## config.mk

```make
export PLATFORM = sky130hd
export DESIGN_NAME = dts_top
export DESIGN_NICKNAME = d
export VERILOG_FILES = /design/src/pkg/dts_pkg.sv /design/src/rtl/dts_top.sv
export SDC_FILE = /design/constraint.sdc
export NUM_CORES = 1
export LEC_CHECK = 0
export BUFFER_PORTS_ARGS = -buffer_cell sky130_fd_sc_hd__buf_2
export CAP_MARGIN = 20
export CORE_ASPECT_RATIO = 0.7
export CORE_MARGIN = 3
export CORE_UTILIZATION = 55
export CTS_CLUSTER_SIZE = 10
export DETAILED_ROUTE_END_ITERATION = 12
export PLACE_DENSITY = 0.77
export SLEW_MARGIN = 20
export SYNTH_ARGS = -nofsm -noshare
export SYNTH_HDL_FRONTEND = slang
export SYNTH_SLANG_ARGS = --single-unit
export TNS_END_PERCENT = 30
```

## constraint.sdc

```tcl
create_clock -name core_clk_in -period 4.12 [get_ports core_clk_in]
set_input_delay 0.618 -clock core_clk_in [delete_from_list [all_inputs] [get_ports core_clk_in]]
set_output_delay 0.618 -clock core_clk_in [all_outputs]
set_load 0.05 [all_outputs]
```

## src/pkg/dts_pkg.sv

```systemverilog
// Package for the dual timer subport access block: register map, field layout and reset values.
// Assumes a single clock domain and the nibble-wide subport protocol of the core.
package dts_pkg;
   // ==========================================================
   // Subaddress map
   localparam logic [3:0] ADDR_TMR0_MODE  = 4'h0;
   localparam logic [3:0] ADDR_TMR0_CTRL  = 4'h1;
   localparam logic [3:0] ADDR_TMR1_MODE  = 4'h2;
   localparam logic [3:0] ADDR_TMR1_CTRL  = 4'h3;
   localparam logic [3:0] ADDR_PAIR_MODE  = 4'h4;
   localparam logic [3:0] ADDR_PIN_ROUTE  = 4'h5;
   localparam logic [3:0] ADDR_PIN_DIR    = 4'h6;
   localparam logic [3:0] ADDR_RESERVED   = 4'h7;
   localparam logic [3:0] ADDR_TMR1_BYTE  = 4'h8;
   localparam logic [3:0] ADDR_TMR0_BYTE  = 4'h9;
   // ==========================================================
   // Reset values
   localparam logic [3:0] MODE_RESET      = 4'hF;
   localparam logic [3:0] CTRL_RESET      = 4'hF;
   localparam logic [3:0] NIB_RESET       = 4'hF;
   localparam logic [7:0] MATCH_RESET     = 8'hFF;
   // ==========================================================
   // Clock control fields: bits 2:0 pick the source, bit 3 masks the interrupt.
   localparam int CTRL_SRC_LSB            = 0;
   localparam int CTRL_SRC_MSB            = 2;
   localparam int CTRL_IRQ_MASK_BIT       = 3;
   // Pair mode fields: bit 0 cascades, bit 1 runs timer 0, bit 2 runs timer 1.
   localparam int PAIR_CASCADE_BIT        = 0;
   localparam int PAIR_RUN0_BIT           = 1;
   localparam int PAIR_RUN1_BIT           = 2;
   // Timer 0 modes whose low bit is set are free running; clear means reload.
   localparam int MODE_FREE_BIT           = 0;
   // Source code that selects the core system clock.
   localparam logic [2:0] SRC_CORE_CLOCK  = 3'h7;
   localparam int NUM_SOURCES             = 8;
   // ==========================================================
   typedef struct packed {
      logic       wr;
      logic       rd;
      logic [3:0] data;
   } dts_port_s;
   typedef enum logic {
      DTS_LOW_NIB,
      DTS_HIGH_NIB
   } dts_nib_e;
endpackage

```

## src/rtl/dts_top.sv

```systemverilog
// Dual 8-bit timer/counter with prescalers behind an indirect subaddress and data port.
// Assumes port strobes are one-cycle pulses synchronous to core_clk_in; clock sources are synchronous levels.
`timescale 1ns/10ps
module dts_top #(
   parameter int PRESCALE_W = 8
) (
   input  wire logic              core_clk_in,
   input  wire logic              rst_n_in,
   input  wire dts_pkg::dts_port_s subaddress_port_in,
   input  wire dts_pkg::dts_port_s data_port_in,
   input  wire logic [6:0]        clk_src_in,
   input  wire logic              core_sleep_in,
   input  wire logic              tmr0_pin_in,
   output logic [3:0]             rd_data_out,
   output logic                   tmr1_irq_out,
   output logic                   tmr0_irq_out,
   output logic [3:0]             pin_direction_out,
   output logic                   tmr0_pin_out,
   output logic                   tmr0_pin_oe_out
);
   import dts_pkg::*;

   // ==========================================================
   // Register access
   // The subaddress and both nibble pointers live here; the core sees only nibbles.
   // A byte compare value is staged in low_hold_reg so the timer never sees half of it.
   logic [3:0] sub_reg, sub_next;
   dts_nib_e   wr_nib_reg, wr_nib_next, rd_nib_reg, rd_nib_next;
   logic [3:0] tmr0_mode_sel_reg, tmr0_mode_sel_next;
   logic [3:0] tmr0_clock_ctrl_reg, tmr0_clock_ctrl_next;
   logic [3:0] tmr1_mode_sel_reg, tmr1_mode_sel_next;
   logic [3:0] tmr1_clock_ctrl_reg, tmr1_clock_ctrl_next;
   logic [3:0] pair_mode_ctrl_reg, pair_mode_ctrl_next;
   logic [3:0] pin_route_ctrl_reg, pin_route_ctrl_next;
   logic [3:0] pin_direction_ctrl_reg, pin_direction_ctrl_next;
   logic [7:0] tmr0_match_value_reg, tmr0_match_value_next;
   logic [7:0] tmr1_match_value_reg, tmr1_match_value_next;
   logic [3:0] low_hold_reg, low_hold_next;
   logic       cmp0_busy_reg, cmp0_busy_next;
   logic       cmp1_busy_reg, cmp1_busy_next;
   logic [7:0] snap_hold_reg, snap_hold_next;
   logic [3:0] rd_data_reg, rd_data_next;
   logic [7:0] cnt0_reg, cnt1_reg;

   always_comb begin
      sub_next               = sub_reg;
      wr_nib_next            = wr_nib_reg;
      rd_nib_next            = rd_nib_reg;
      tmr0_mode_sel_next     = tmr0_mode_sel_reg;
      tmr0_clock_ctrl_next   = tmr0_clock_ctrl_reg;
      tmr1_mode_sel_next     = tmr1_mode_sel_reg;
      tmr1_clock_ctrl_next   = tmr1_clock_ctrl_reg;
      pair_mode_ctrl_next    = pair_mode_ctrl_reg;
      pin_route_ctrl_next    = pin_route_ctrl_reg;
      pin_direction_ctrl_next = pin_direction_ctrl_reg;
      tmr0_match_value_next  = tmr0_match_value_reg;
      tmr1_match_value_next  = tmr1_match_value_reg;
      low_hold_next          = low_hold_reg;
      cmp0_busy_next         = cmp0_busy_reg;
      cmp1_busy_next         = cmp1_busy_reg;
      snap_hold_next         = snap_hold_reg;
      rd_data_next           = rd_data_reg;
      if (subaddress_port_in.wr) begin
         // A fresh subaddress restarts both nibble sequences.
         sub_next    = subaddress_port_in.data;
         wr_nib_next = DTS_LOW_NIB;
         rd_nib_next = DTS_HIGH_NIB;
      end else if (data_port_in.wr) begin
         case (sub_reg)
            ADDR_TMR0_MODE: tmr0_mode_sel_next      = data_port_in.data;
            ADDR_TMR0_CTRL: tmr0_clock_ctrl_next    = data_port_in.data;
            ADDR_TMR1_MODE: tmr1_mode_sel_next      = data_port_in.data;
            ADDR_TMR1_CTRL: tmr1_clock_ctrl_next    = data_port_in.data;
            ADDR_PAIR_MODE: pair_mode_ctrl_next     = data_port_in.data;
            ADDR_PIN_ROUTE: pin_route_ctrl_next     = data_port_in.data;
            ADDR_PIN_DIR:   pin_direction_ctrl_next = data_port_in.data;
            ADDR_TMR1_BYTE, ADDR_TMR0_BYTE: begin
               if (wr_nib_reg == DTS_LOW_NIB) begin
                  low_hold_next = data_port_in.data;
                  wr_nib_next   = DTS_HIGH_NIB;
                  if (sub_reg == ADDR_TMR1_BYTE) begin
                     cmp1_busy_next = 1'b1;
                  end else begin
                     cmp0_busy_next = 1'b1;
                  end
               end else begin
                  wr_nib_next = DTS_LOW_NIB;
                  if (sub_reg == ADDR_TMR1_BYTE) begin
                     tmr1_match_value_next = {data_port_in.data, low_hold_reg};
                     cmp1_busy_next        = 1'b0;
                  end else begin
                     tmr0_match_value_next = {data_port_in.data, low_hold_reg};
                     cmp0_busy_next        = 1'b0;
                  end
               end
            end
            default: ;
         endcase
      end else if (data_port_in.rd) begin
         // The byte is frozen on the high read so both halves belong to one sample.
         if (sub_reg == ADDR_TMR1_BYTE || sub_reg == ADDR_TMR0_BYTE) begin
            if (rd_nib_reg == DTS_HIGH_NIB) begin
               snap_hold_next = (sub_reg == ADDR_TMR1_BYTE) ? cnt1_reg : cnt0_reg;
               rd_data_next   = snap_hold_next[7:4];
               rd_nib_next    = DTS_LOW_NIB;
            end else begin
               rd_data_next = snap_hold_reg[3:0];
               rd_nib_next  = DTS_HIGH_NIB;
            end
         end else begin
            // Reads at other subaddresses leave both pointers untouched.
            rd_data_next = 4'h0;
         end
      end
   end

   // Reset leaves every control nibble at all ones: sources on the core clock, interrupts masked.
   always_ff @(posedge core_clk_in or negedge rst_n_in) begin
      if (!rst_n_in) begin
         sub_reg                <= 4'h0;
         wr_nib_reg             <= DTS_LOW_NIB;
         rd_nib_reg             <= DTS_HIGH_NIB;
         tmr0_mode_sel_reg      <= MODE_RESET;
         tmr0_clock_ctrl_reg    <= CTRL_RESET;
         tmr1_mode_sel_reg      <= MODE_RESET;
         tmr1_clock_ctrl_reg    <= CTRL_RESET;
         pair_mode_ctrl_reg     <= NIB_RESET;
         pin_route_ctrl_reg     <= NIB_RESET;
         pin_direction_ctrl_reg <= NIB_RESET;
         tmr0_match_value_reg   <= MATCH_RESET;
         tmr1_match_value_reg   <= MATCH_RESET;
         low_hold_reg           <= 4'h0;
         cmp0_busy_reg          <= 1'b0;
         cmp1_busy_reg          <= 1'b0;
         snap_hold_reg          <= 8'h00;
         rd_data_reg            <= 4'h0;
      end else begin
         sub_reg                <= sub_next;
         wr_nib_reg             <= wr_nib_next;
         rd_nib_reg             <= rd_nib_next;
         tmr0_mode_sel_reg      <= tmr0_mode_sel_next;
         tmr0_clock_ctrl_reg    <= tmr0_clock_ctrl_next;
         tmr1_mode_sel_reg      <= tmr1_mode_sel_next;
         tmr1_clock_ctrl_reg    <= tmr1_clock_ctrl_next;
         pair_mode_ctrl_reg     <= pair_mode_ctrl_next;
         pin_route_ctrl_reg     <= pin_route_ctrl_next;
         pin_direction_ctrl_reg <= pin_direction_ctrl_next;
         tmr0_match_value_reg   <= tmr0_match_value_next;
         tmr1_match_value_reg   <= tmr1_match_value_next;
         low_hold_reg           <= low_hold_next;
         cmp0_busy_reg          <= cmp0_busy_next;
         cmp1_busy_reg          <= cmp1_busy_next;
         snap_hold_reg          <= snap_hold_next;
         rd_data_reg            <= rd_data_next;
      end
   end

   // ==========================================================
   // Clock selection and prescalers
   // Source 7 is the core clock itself, seen as a constant-high enable that sleep removes.
   // Sources 0 to 6 are sampled levels; a rising edge is one tick, so each needs a low phase.
   // A source faster than half the core clock loses ticks, which the user must avoid.
   logic [NUM_SOURCES-1:0] src_vec;
   logic [2:0]             src0_sel, src1_sel;
   logic                   src0_lvl, src1_lvl;
   logic                   src0_prev_reg, src0_prev_next, src1_prev_reg, src1_prev_next;
   logic                   tick0_raw, tick1_raw;
   logic [PRESCALE_W-1:0]  pre0_reg, pre0_next, pre1_reg, pre1_next;
   logic                   step0, step1;

   always_comb begin
      src_vec  = {~core_sleep_in, clk_src_in};
      src0_sel = tmr0_clock_ctrl_reg[CTRL_SRC_MSB:CTRL_SRC_LSB];
      src1_sel = tmr1_clock_ctrl_reg[CTRL_SRC_MSB:CTRL_SRC_LSB];
      src0_lvl = src_vec[src0_sel];
      src1_lvl = src_vec[src1_sel];
      src0_prev_next = src0_lvl;
      src1_prev_next = src1_lvl;
      // The core clock source ticks on every cycle it is running; others count rising edges.
      tick0_raw = (src0_sel == SRC_CORE_CLOCK) ? src0_lvl : (src0_lvl & ~src0_prev_reg);
      tick1_raw = (src1_sel == SRC_CORE_CLOCK) ? src1_lvl : (src1_lvl & ~src1_prev_reg);
      // Only the divide ratio is programmable through the mode nibble's bit 3; the chain is fixed.
      pre0_next = tick0_raw ? pre0_reg + 1'b1 : pre0_reg;
      pre1_next = tick1_raw ? pre1_reg + 1'b1 : pre1_reg;
      // Mode bit 3 clear halves the rate by stepping only on odd prescaler counts.
      // Upper prescaler bits are kept so a longer divide chain can reuse them later.
      step0 = tick0_raw & pair_mode_ctrl_reg[PAIR_RUN0_BIT] &
              (tmr0_mode_sel_reg[3] ? 1'b1 : (pre0_reg[0] == 1'b1));
      step1 = tick1_raw & pair_mode_ctrl_reg[PAIR_RUN1_BIT] &
              (tmr1_mode_sel_reg[3] ? 1'b1 : (pre1_reg[0] == 1'b1));
   end

   always_ff @(posedge core_clk_in or negedge rst_n_in) begin
      if (!rst_n_in) begin
         src0_prev_reg <= 1'b0;
         src1_prev_reg <= 1'b0;
         pre0_reg      <= '0;
         pre1_reg      <= '0;
      end else begin
         src0_prev_reg <= src0_prev_next;
         src1_prev_reg <= src1_prev_next;
         pre0_reg      <= pre0_next;
         pre1_reg      <= pre1_next;
      end
   end

   // ==========================================================
   // Counters and interrupts
   // Timer 1 always reloads on its match; timer 0 reloads only in reload modes.
   // The interrupt pulses last one cycle; the core is expected to latch them itself.
   // A compare written while busy still lets the counter run; only the interrupt waits.
   logic [7:0] cnt0_next, cnt1_next;
   logic       cascade, free0, ovf0, match0, match1, adv1;
   logic       irq0_next, irq1_next, pin_next, pin_reg, oe_next, oe_reg;
   logic [3:0] dir_next, dir_reg;

   always_comb begin
      cascade = pair_mode_ctrl_reg[PAIR_CASCADE_BIT];
      free0   = tmr0_mode_sel_reg[MODE_FREE_BIT];
      match0  = step0 & (cnt0_reg == tmr0_match_value_reg);
      ovf0    = step0 & (cnt0_reg == 8'hFF);
      cnt0_next = cnt0_reg;
      if (step0) begin
         cnt0_next = (!free0 && match0) ? 8'h00 : cnt0_reg + 8'h01;
      end
      // Cascaded, timer 1 advances on timer 0 overflow to form one 16-bit count.
      adv1    = cascade ? ovf0 : step1;
      match1  = adv1 & (cnt1_reg == tmr1_match_value_reg);
      cnt1_next = cnt1_reg;
      if (adv1) begin
         cnt1_next = match1 ? 8'h00 : cnt1_reg + 8'h01;
      end
      irq1_next = match1 & ~tmr1_clock_ctrl_reg[CTRL_IRQ_MASK_BIT] & ~cmp1_busy_reg;
      irq0_next = (free0 ? ovf0 : match0) & ~tmr0_clock_ctrl_reg[CTRL_IRQ_MASK_BIT] &
                  ~cmp0_busy_reg;
      pin_next  = match0 ? ~pin_reg : pin_reg;
      // With routing bit 0 clear, timer 0 mode bit 2 sets the pin enable, drives direction bit 1 to its inverse, and sets direction bit 0 when it is set;
      // with mode bit 2 clear, direction bit 0 follows the inverted tmr0_pin_in. Otherwise the port direction applies.
      oe_next   = pin_route_ctrl_reg[0] ? 1'b0 : tmr0_mode_sel_reg[2];
      dir_next  = pin_direction_ctrl_reg;
      if (!pin_route_ctrl_reg[0]) begin
         dir_next[1] = ~tmr0_mode_sel_reg[2];
         dir_next[0] = tmr0_mode_sel_reg[2] ? 1'b1 : ~tmr0_pin_in;
      end
   end

   // The pin toggles on timer 0 match only; its enable is timer 0 mode bit 2 while routing bit 0 is clear, and off while it is set.
   always_ff @(posedge core_clk_in or negedge rst_n_in) begin
      if (!rst_n_in) begin
         cnt0_reg     <= 8'h00;
         cnt1_reg     <= 8'h00;
         tmr0_irq_out <= 1'b0;
         tmr1_irq_out <= 1'b0;
         pin_reg      <= 1'b0;
         oe_reg       <= 1'b0;
         dir_reg      <= NIB_RESET;
      end else begin
         cnt0_reg     <= cnt0_next;
         cnt1_reg     <= cnt1_next;
         tmr0_irq_out <= irq0_next;
         tmr1_irq_out <= irq1_next;
         pin_reg      <= pin_next;
         oe_reg       <= oe_next;
         dir_reg      <= dir_next;
      end
   end

   // ==========================================================
   // Outputs
   // Every output is a plain copy of a register, so no logic lies between flip-flop and pin.
   assign rd_data_out       = rd_data_reg;
   assign tmr0_pin_out      = pin_reg;
   assign tmr0_pin_oe_out   = oe_reg;
   assign pin_direction_out = dir_reg;
endmodule

```

==> results of run 1 <==
==> layer usage <==
metal / global-route usage [%] / part of all wire [%] / vias up
li1: - / - / 1359
met1: 34.0 / 50 / 1374
met2: 28.6 / 42 / 84
met3: 8.05 / 6.6 / 11
met4: 6.31 / 0.97 / 0
met5: 0 / 0 / -
==> placed cells by master (no fill, tap or decap), types with 3 or more instances in the layout <==
cell type	Yosys	final
sky130_fd_sc_hd__a21oi_1	17	17
sky130_fd_sc_hd__and3_1	4	4
sky130_fd_sc_hd__buf_2	2	32
sky130_fd_sc_hd__bufinv_16	0	3
sky130_fd_sc_hd__clkbuf_8	0	9
sky130_fd_sc_hd__dfrtp_1	43	43
sky130_fd_sc_hd__dfstp_2	41	41
sky130_fd_sc_hd__inv_1	11	11
sky130_fd_sc_hd__mux2_2	45	45
sky130_fd_sc_hd__mux2i_1	10	10
sky130_fd_sc_hd__nand2_1	39	39
sky130_fd_sc_hd__nand2b_1	7	7
sky130_fd_sc_hd__nand3_1	11	11
sky130_fd_sc_hd__nand3b_1	5	5
sky130_fd_sc_hd__nand4_1	4	4
sky130_fd_sc_hd__nor2_1	12	12
sky130_fd_sc_hd__nor2b_1	11	11
sky130_fd_sc_hd__nor3_1	4	4
sky130_fd_sc_hd__nor4_1	4	4
sky130_fd_sc_hd__o211ai_1	5	5
sky130_fd_sc_hd__o21ai_0	19	19
sky130_fd_sc_hd__o22ai_1	3	3
sky130_fd_sc_hd__o31ai_1	4	4
sky130_fd_sc_hd__o32ai_1	4	4
sky130_fd_sc_hd__or3_1	5	5
sky130_fd_sc_hd__xor2_1	19	19
==> layout make-up <==
| class | instances | area, sq um | share of cell area (%) |
|---|---|---|---|
| Inverter | 11 | 41.3 | 0.903 |
| Clock buffer | 9 | 124 | 2.71 |
| Multi-Input combinational cell | 256 | 1820 | 39.8 |
| Tap cell | 94 | 118 | 2.57 |
| Clock inverter | 7 | 121 | 2.65 |
| Timing Repair Buffer | 34 | 195 | 4.27 |
| Sequential cell | 84 | 2150 | 47.1 |
==> logic make-up after synthesis <==
family	share of synthesized area, %
muxes	15.2
buffers and inverters	2.90
AOI/OAI and AO/OA	9.05
xor gates and xnor gates	4.49
DFF	52.6
and+or+nand+nor	15.2
adders and majority gates	0.611
==> through the flow <==
stage	power, mW	util, %
after global placement	1.77	61.7
after global routing	2.65	65.6
after detailed placement	1.79	61.7
final	2.50	65.6
after floorplan	1.65	-
after CTS	2.51	65.2
==> how the worst max path moves through the flow <==
| stage | to | slack (ns) | depth (start not counted) |
|---|---|---|---|
| CTS | cnt1_reg[1]$_DFFE_PN0P_ | 1.75 | 6 |
| global route | cnt1_reg[4]$_DFFE_PN0P_ | 1.52 | 6 |
| detailed placement | tmr1_match_value_reg[7]$_DFFE_PN1P_ | 1.69 | 5 |
| floorplan | tmr1_match_value_reg[4]$_DFFE_PN1P_ | 1.92 | 5 |
| finish | cnt1_reg[1]$_DFFE_PN0P_ | 1.74 | 6 |
| global placement | tmr1_match_value_reg[0]$_DFFE_PN1P_ | 1.72 | 5 |
==> power by group <==
group          total (mW)  switching, mW  internal [mW]
registers            1.24          0.173           1.06
logic               0.549          0.300          0.249
clock network       0.710          0.304          0.405
==> flow_summary.yaml, run 1 <==
grt:
  grt_start_max_net_pins: 85
  grt_overflow: 0
  number_of_antenna_violations_at_the_first_check_in_global_routing: 0
  track_usage_pct: 22.0
  via_count_of_the_first_global_routing_pass: 2732
  wire_length_of_the_first_global_routing_pass_microns: 14000
cts:
  ctsHoldBuffers: 0
  h-tree-depth: 3
  cts.root.buffer_cell: "sky130_fd_sc_hd__clkbuf_8"
  cts_repair_resize_count: 0
  post_cts_setup_buffer_count: 0
  tritoncts_clock_tree: "yes"
  cts_num_sinks: 84
  clk_latency_ns: 0.37
  number_of_buffers_inserted_during_clock_tree_synthesis: 9
  clock_path_buffers: 2
  clk_pin_slew_worst_paths_ns: 0.09
drt:
  drt-initial-drc-count: 225
  post_drt_via_cell_ratio: 5.71
  detailroute.via_count: 2828
  firstDrtPassIters: 5
  drc: 0
  number_of_nets_with_antenna_violations_after_routing: 0
  route.detailed.wl_per_inst_microns: 17.2
  total_detailed_routing_wirelength_microns: 8530
die:
  floorplan.core_area_sq_um: 6980
  ios: 35
  dieHeight_microns: 78.2
  initial_utilization_pct: 58.7
  die_x_microns: 109
  die_area_sq_um: 8530
  rows: 25
finish:
  fin_cells: 495
  num_antenna_cells: 0
  layout.nets: 421
  drive_gt1_share_pct: 35.2
  final.fill_count: 549
  finish.instance_area_sq_um: 4570
  syn2layout_area_growth_pct: 11.7
worst_setup_path:
  worst_ep_arrival_time_ns: 2.64
  critPathSlowestCell: "sky130_fd_sc_hd__dfrtp_1"
  critPathMaxFanout: 8
  critical_path.max_stage_delay_ns: 0.47
  timing.critical_path.required_ns: 4.38
  start_kind: "register"
  critical_path.n_buffers_inverters: 0
  critical_path.most_common_cell: "sky130_fd_sc_hd__nand3_1"
  crit-reg2reg-launch: "cnt0_reg[0]$_DFFE_PN0P_"
  cp_cell_sequence: "ha_1, nand3_1, a2111oi_0, nand3_1, and2_4, mux2_4"
  setup.worst_path.class: "register to register"
  worstRegToRegCells: 6
  startpoint: "cnt0_reg[0]$_DFFE_PN0P_"
  crit_family: "simple AND/OR/NAND/NOR gates"
  rrSetupSlack_ns: 1.74
  worst_setup_path_end_kind: "register"
  ff_to_ff_end: "cnt1_reg[1]$_DFFE_PN0P_"
status:
  status: "completed"
place:
  dp_hpwl_microns: 6070
  preCtsSetupSlack_ns: 1.69
  placement.io_buffers: 33
  placed_area_sq_um: 4300
  final_weighted_congestion_in_routability_driven_placement: 0.843
  placed_cells_incl_taps: 478
synthesis:
  seq_area_frac_synth_pct: 52.6
  dominantRegCellSynth: "sky130_fd_sc_hd__dfrtp_1"
  synth.distinct_cells: 44
  synthesis.nets: 390
  syn_inst: 365
  synth_async_sr_flop_share_pct: 100
  syn-mean-instance-area_sq_um: 11.2
  synth_top_cells_by_area: "sky130_fd_sc_hd__dfstp_2, sky130_fd_sc_hd__dfrtp_1, sky130_fd_sc_hd__mux2_2, sky130_fd_sc_hd__xor2_1, sky130_fd_sc_hd__nand2_1"
  synth_edf_count: 0
  ys_seq_elements: 84
  synth_largest_type_area_fraction_pct: 26.3
  yosys_warns: 0
  syn_area_sq_um: 4090
  top_count_cell_post_synth: "sky130_fd_sc_hd__mux2_2"
  leading_post_synthesis_cells_by_instance_count: "sky130_fd_sc_hd__mux2_2, sky130_fd_sc_hd__dfrtp_1, sky130_fd_sc_hd__dfstp_2, sky130_fd_sc_hd__nand2_1"
  synth_top_cell_by_area: "sky130_fd_sc_hd__dfstp_2"
timing:
  drv_slew: 0
  setup-violations-final: 0
  skew_ns: 0.00982
  worst-slew-pin-transition_ns: 0.899
  period_needed_ns: 2.38
  timing.slew.headroom_pct: 39.6
  max_freq_mhz: 420
  setup_tns_ns: 0
  hold_viol_final: 0
  timing.hold.ws_ns: 0.136
  finalCritPeriodShare_pct: 57.8
  post-route-worst-setup-slack_ns: 1.74
  rsz0062_at_grt: "false"
power_and_ir_drop:
  vdd_ir_drop_max_mv: 0.329
  cellPowerDensity_nw_per_um2: 546
  power_leakage_nw: 1.94
min_path:
  hold_class: "input pin to asynchronous set/reset pin"
flow_run:
  cap_viol_max_count: 0
(Power assumes the default switching activity.)
==> run 2: changes to the inputs <==
- ABC_AREA: not set -> 1
- CORE_UTILIZATION: 55 -> 54
- PLACE_DENSITY: 0.77 -> 0.79
- clock period: 4.12 -> 2.1 ns (I/O delays scaled with it)
==> run 2 against run 1 <==
Register-to-register slack worse by 1.5 ns; sequential cell count unchanged; synthesized cell count up 34%; critical path depth unchanged; final cell count up 27%; power up 92%; worst setup slack worse by 1.5 ns; die area up 3.3%; first-iteration DRC count up 18%; sequential share of layout area down 0.86 points; clock skew down 0.00071 ns; clock power up 76%; critical path type unchanged; critical endpoint is now cnt1_reg[5]$_DFFE_PN0P_; largest cell class unchanged; highest routed layer unchanged.
==> flow_summary.yaml, run 2 <==
cts:
  post_cts_setup_buffer_count: 0
  ctsHoldBuffers: 1
  tritoncts_clock_tree: "yes"
  number_of_buffers_inserted_during_clock_tree_synthesis: 9
  clock_path_buffers: 2
  cts.root.buffer_cell: "sky130_fd_sc_hd__clkbuf_8"
  cts_repair_resize_count: 0
  h-tree-depth: 3
  cts_num_sinks: 84
  clk_pin_slew_worst_paths_ns: 0.09
  clk_latency_ns: 0.36
synthesis:
  synth_edf_count: 0
  synth.distinct_cells: 34
  dominantRegCellSynth: "sky130_fd_sc_hd__dfrtp_1"
  syn-mean-instance-area_sq_um: 8.53
  ys_seq_elements: 84
  top_count_cell_post_synth: "sky130_fd_sc_hd__nand2_1"
  leading_post_synthesis_cells_by_instance_count: "sky130_fd_sc_hd__nand2_1, sky130_fd_sc_hd__inv_1, sky130_fd_sc_hd__o21ai_0, sky130_fd_sc_hd__dfrtp_1, sky130_fd_sc_hd__dfstp_2"
  synth_largest_type_area_fraction_pct: 25.9
  synthesis.nets: 513
  synth_top_cell_by_area: "sky130_fd_sc_hd__dfstp_2"
  synth_async_sr_flop_share_pct: 100
  synth_top_cells_by_area: "sky130_fd_sc_hd__dfstp_2, sky130_fd_sc_hd__dfrtp_1, sky130_fd_sc_hd__nand2_1, sky130_fd_sc_hd__o21ai_0, sky130_fd_sc_hd__inv_1"
  seq_area_frac_synth_pct: 51.8
  syn_area_sq_um: 4160
  yosys_warns: 0
  syn_inst: 488
worst_setup_path:
  start_kind: "register"
  critPathMaxFanout: 9
  setup.worst_path.class: "register to register"
  worst_ep_arrival_time_ns: 2.18
  timing.critical_path.required_ns: 2.39
  worst_setup_path_end_kind: "register"
grt:
  grt_busiest_layer: "met2"
  use_met1_pct: 33.3
  number_of_antenna_violations_at_the_first_check_in_global_routing: 0
  grt_overflow: 0
  global_route.usage.met3_pct: 4.32
  wire_length_of_the_first_global_routing_pass_microns: 15800
  track_usage_pct: 22.5
  grt_use_met2_pct: 34.4
  grt_start_max_net_pins: 48
  via_count_of_the_first_global_routing_pass: 3185
timing:
  worst-slew-pin-transition_ns: 0.629
  setup-violations-final: 0
  timing.slew.headroom_pct: 58.0
  setup_tns_ns: 0
  skew_ns: 0.00911
  max_freq_mhz: 532
  drv_slew: 0
  period_needed_ns: 1.88
  hold_viol_final: 0
  finalCritPeriodShare_pct: 89.6
  rsz0062_at_grt: "false"
drt:
  post_drt_via_cell_ratio: 5.28
  detailroute.via_count: 3324
  firstDrtPassIters: 7
  drc: 0
  route.detailed.wl_per_inst_microns: 14.5
  total_detailed_routing_wirelength_microns: 9100
  number_of_nets_with_antenna_violations_after_routing: 0
  drt-initial-drc-count: 265
place:
  final_weighted_congestion_in_routability_driven_placement: 0.861
  placed_area_sq_um: 4430
  placed_cells_incl_taps: 612
  placement.io_buffers: 33
  dp_hpwl_microns: 6600
die:
  initial_utilization_pct: 56.3
  die_x_microns: 111
  dieHeight_microns: 79.4
  floorplan.core_area_sq_um: 7380
  rows: 26
  ios: 35
  die_area_sq_um: 8810
finish:
  num_antenna_cells: 0
  final.fill_count: 610
  fin_cells: 629
  syn2layout_area_growth_pct: 12.0
  layout.nets: 551
  mostFrequentLayoutCell: "sky130_fd_sc_hd__nand2_1"
  finish.instance_area_sq_um: 4660
  most-common-layout-cells: "sky130_fd_sc_hd__nand2_1, sky130_fd_sc_hd__inv_1, sky130_fd_sc_hd__o21ai_0, sky130_fd_sc_hd__dfrtp_1, sky130_fd_sc_hd__dfstp_2"
  drive_gt1_share_pct: 23.7
status:
  status: "completed"
power_and_ir_drop:
  vdd_ir_drop_max_mv: 0.596
  cellPowerDensity_nw_per_um2: 1030
  power_leakage_nw: 2.26
flow_run:
  cap_viol_max_count: 0
min_path:
  hold_class: "input pin to register"
-- run 2: area by class of cell --
class                           instances  area [sq um]  share of cell area [%]
Sequential cell                        84          2150                    46.2
Clock inverter                          6          70.1                    1.50
Inverter                               61           229                    4.91
Timing Repair Buffer                   38           220                    4.73
Tap cell                               98           123                    2.63
Clock buffer                           10           149                    3.20
Multi-Input combinational cell        332          1720                    36.8
-- run 2: per-layer routing --
layer / vias up / part of all wire, % / wire, microns
li1: 1643 / - / -
met1: 1567 / 50 / 4510
met2: 104 / 43 / 3920
met3: 10 / 6.4 / 581
met4: 0 / 0.94 / 86
met5: - / 0 / 0
-- run 2: cell families (layout without fill, tap and decap cells) --
kind of cell	count (synthesis)	count (layout)	synth area share [%]
AO/OA/AOI/OAI	80	80	11.1
buffers and inverters	72	115	7.01
AND/OR/NAND/NOR	224	224	24.1
flip-flops	84	84	51.8
adder cells (fa/ha/maj)	2	2	0.601
XOR/XNOR	26	26	5.47
-- run 2: metrics by stage --
| stage | setup slack [ns] | hold WS [ns] | power [mW] | utilization, % |
|---|---|---|---|---|
| floorplan | 0.583 | 0.0194 | 3.22 | - |
| global placement | 0.339 | 0.306 | 3.49 | 60.0 |
| detailed placement | 0.245 | 0.314 | 3.55 | 60.0 |
| CTS | 0.238 | 0.0755 | 4.80 | 63.1 |
| global route | 0.0494 | 0.0745 | 5.08 | 63.1 |
| finish | 0.219 | 0.0905 | 4.79 | 63.1 |
-- run 2: report_power, final --
part	leakage, nW	switching, mW	internal (mW)
logic	1.16	0.776	0.429
registers	0.984	0.276	2.05
clock network	0.112	0.621	0.630
total	2.26	1.67	3.11
-- run 2: path summary, 6_finish.rpt --
path | from | to | slack, ns | depth (start not counted)
min reg2reg | pin_direction_ctrl_reg[3]$_DFFE_PN1P_ | pin_direction_out[3]$_DFF_PN1_ | 0.37 | 0
max reg2reg | tmr1_clock_ctrl_reg[0]$_DFFE_PN1P_ | cnt1_reg[5]$_DFFE_PN0P_ | 0.22 | 6
min in group asynchronous | rst_n_in | tmr0_pin_oe_out$_DFF_PN0_ | 0.45 | 2
min | tmr0_pin_in | pin_direction_out[0]$_DFF_PN1_ | 0.09 | 2
max in group asynchronous | rst_n_in | tmr1_match_value_reg[6]$_DFFE_PN1P_ | 0.97 | 3
max | tmr1_clock_ctrl_reg[0]$_DFFE_PN1P_ | cnt1_reg[5]$_DFFE_PN0P_ | 0.22 | 6
-- run 2: critical path, cell delays in order, from the launching register on --
cell and delay, ns:
sky130_fd_sc_hd__dfstp_2 0.59, sky130_fd_sc_hd__inv_2 0.07, sky130_fd_sc_hd__o31ai_1 0.38, sky130_fd_sc_hd__nand3_2 0.33
sky130_fd_sc_hd__o21ai_4 0.24, sky130_fd_sc_hd__nand3_1 0.12, sky130_fd_sc_hd__nand2_1 0.08
==> run 3: changes to the inputs <==
- REMOVE_ABC_BUFFERS: not set -> 1
==> run 3 against run 2 <==
Register-to-register slack improved by 0.08 ns; sequential power about the same; power rose by 1.3%; sequential cell count is the same; worst setup slack better by 0.078 ns; highest routed layer unchanged.
==> flow_summary.yaml, run 3 (synthesis results as in run 2) <==
status:
  status: "completed"
drt:
  route.detailed.wl_per_inst_microns: 14.7
  total_detailed_routing_wirelength_microns: 9220
  number_of_nets_with_antenna_violations_after_routing: 0
  detailroute.via_count: 3354
  drc: 0
  post_drt_via_cell_ratio: 5.33
  drt-initial-drc-count: 182
  firstDrtPassIters: 6
die:
  die_area_sq_um: 8810
  ios: 35
  rows: 26
  die_x_microns: 111
  dieHeight_microns: 79.4
  initial_utilization_pct: 56.3
  floorplan.core_area_sq_um: 7380
finish:
  finish.instance_area_sq_um: 4670
  most-common-layout-cells: "sky130_fd_sc_hd__nand2_1, sky130_fd_sc_hd__inv_1, sky130_fd_sc_hd__o21ai_0, sky130_fd_sc_hd__dfrtp_1, sky130_fd_sc_hd__dfstp_2"
  syn2layout_area_growth_pct: 12.2
  mostFrequentLayoutCell: "sky130_fd_sc_hd__nand2_1"
  layout.nets: 551
  drive_gt1_share_pct: 23.7
  num_antenna_cells: 0
grt:
  use_met1_pct: 31.3
  grt_busiest_layer: "met2"
  grt_use_met2_pct: 35.7
  grt_overflow: 0
  global_route.usage.met3_pct: 6.29
  grt_start_max_net_pins: 46
  number_of_antenna_violations_at_the_first_check_in_global_routing: 0
  wire_length_of_the_first_global_routing_pass_microns: 15900
  track_usage_pct: 22.8
  via_count_of_the_first_global_routing_pass: 3272
cts:
  number_of_buffers_inserted_during_clock_tree_synthesis: 9
  h-tree-depth: 3
  clock_path_buffers: 2
  tritoncts_clock_tree: "yes"
  cts.root.buffer_cell: "sky130_fd_sc_hd__clkbuf_8"
  clk_pin_slew_worst_paths_ns: 0.09
  clk_latency_ns: 0.36
  cts_repair_resize_count: 0
  cts_num_sinks: 84
place:
  placed_area_sq_um: 4430
  dp_hpwl_microns: 6720
  final_weighted_congestion_in_routability_driven_placement: 0.903
  placement.io_buffers: 33
power_and_ir_drop:
  vdd_ir_drop_max_mv: 0.636
  cellPowerDensity_nw_per_um2: 1040
  power_leakage_nw: 2.26
timing:
  hold_viol_final: 0
  skew_ns: 0.0105
  rsz0062_at_grt: "false"
  finalCritPeriodShare_pct: 85.8
  period_needed_ns: 1.80
  worst-slew-pin-transition_ns: 0.616
  setup-violations-final: 0
  setup_tns_ns: 0
  max_freq_mhz: 555
  timing.slew.headroom_pct: 58.9
  drv_slew: 0
worst_setup_path:
  critPathSlowestCell: "sky130_fd_sc_hd__dfstp_2"
  worst_setup_path_end_kind: "register"
  worst_ep_arrival_time_ns: 2.10
  start_kind: "register"
  setup.worst_path.class: "register to register"
  timing.critical_path.required_ns: 2.40
  crit-reg2reg-launch: "tmr1_clock_ctrl_reg[0]$_DFFE_PN1P_"
  cp_cell_sequence: "inv_2, o31ai_1, nand3_2, o21ai_4, nand3_1, nand2_1"
  critPathMaxFanout: 9
  startpoint: "tmr1_clock_ctrl_reg[0]$_DFFE_PN1P_"
  critical_path.max_stage_delay_ns: 0.57
min_path:
  timing.hold.worst.start: "tmr0_pin_in"
  hold_class: "input pin to register"
flow_run:
  cap_viol_max_count: 0
run 3: per-layer routing:
| metal | up-vias | part of all wire, % |
|---|---|---|
| li1 | 1642 | - |
| met3 | 12 | 7.9 |
| met5 | - | 0 |
| met2 | 108 | 46 |
| met4 | 0 | 1.1 |
| met1 | 1592 | 45 |
run 3: what timing repair did:
action	CTS	global route
hold endpoints to repair	16	0
hold buffers	1	0
buffers inserted	0	0
run 3: report_power, final:
| group | internal (mW) | switching [mW] | leakage (nW) |
|---|---|---|---|
| logic | 0.419 | 0.764 | 1.16 |
| clock network | 0.690 | 0.628 | 0.113 |
| registers | 2.05 | 0.291 | 0.984 |
| total | 3.16 | 1.68 | 2.26 |
run 3: cell type report:
class / instances / area (sq um)
Fill cell: 606 / 2720
Sequential cell: 84 / 2150
Multi-Input combinational cell: 332 / 1720
Inverter: 61 / 229
Timing Repair Buffer: 38 / 220
Clock buffer: 9 / 124
Tap cell: 98 / 123
Clock inverter: 7 / 105
run 3: per-stage QoR:
| stage | hold slack (ns) | instances | total power [mW] | utilization [%] | setup WS [ns] |
|---|---|---|---|---|---|
| 3_3_place_gp | 0.342 | 612 | 3.48 | 60.0 | 0.331 |
| 5_1_grt | 0.0661 | 629 | 5.16 | 63.2 | 0.127 |
| 2_1_floorplan | 0.0194 | 477 | 3.20 | - | 0.560 |
| 4_1_cts | 0.0592 | 629 | 4.88 | 63.2 | 0.301 |
| 6_report | 0.0757 | 629 | 4.85 | 63.2 | 0.297 |
| 3_5_place_dp | 0.345 | 612 | 3.54 | 60.0 | 0.263 |
run 3: final timing paths:
kind	endpoint	slack, ns	depth (start not counted)
worst max register to register	cnt1_reg[3]$_DFFE_PN0P_	0.30	6
worst min-delay path	pin_direction_out[0]$_DFF_PN1_	0.08	2
worst max-delay path	cnt1_reg[3]$_DFFE_PN0P_	0.30	6
worst min register to register	pin_direction_out[2]$_DFF_PN1_	0.37	0
min in group asynchronous	tmr0_irq_out$_DFF_PN0_	0.48	2
max in group asynchronous	tmr1_match_value_reg[0]$_DFFE_PN1P_	0.98	3
run 3: worst max-delay path: cells and delay by family (launching register included):
| kind | cells | cell delay (ns) |
|---|---|---|
| buffers and inverters | 1 | 0.07 |
| AO/OA/AOI/OAI | 2 | 0.60 |
| AND/OR/NAND/NOR | 3 | 0.50 |
| flip-flops | 1 | 0.57 |
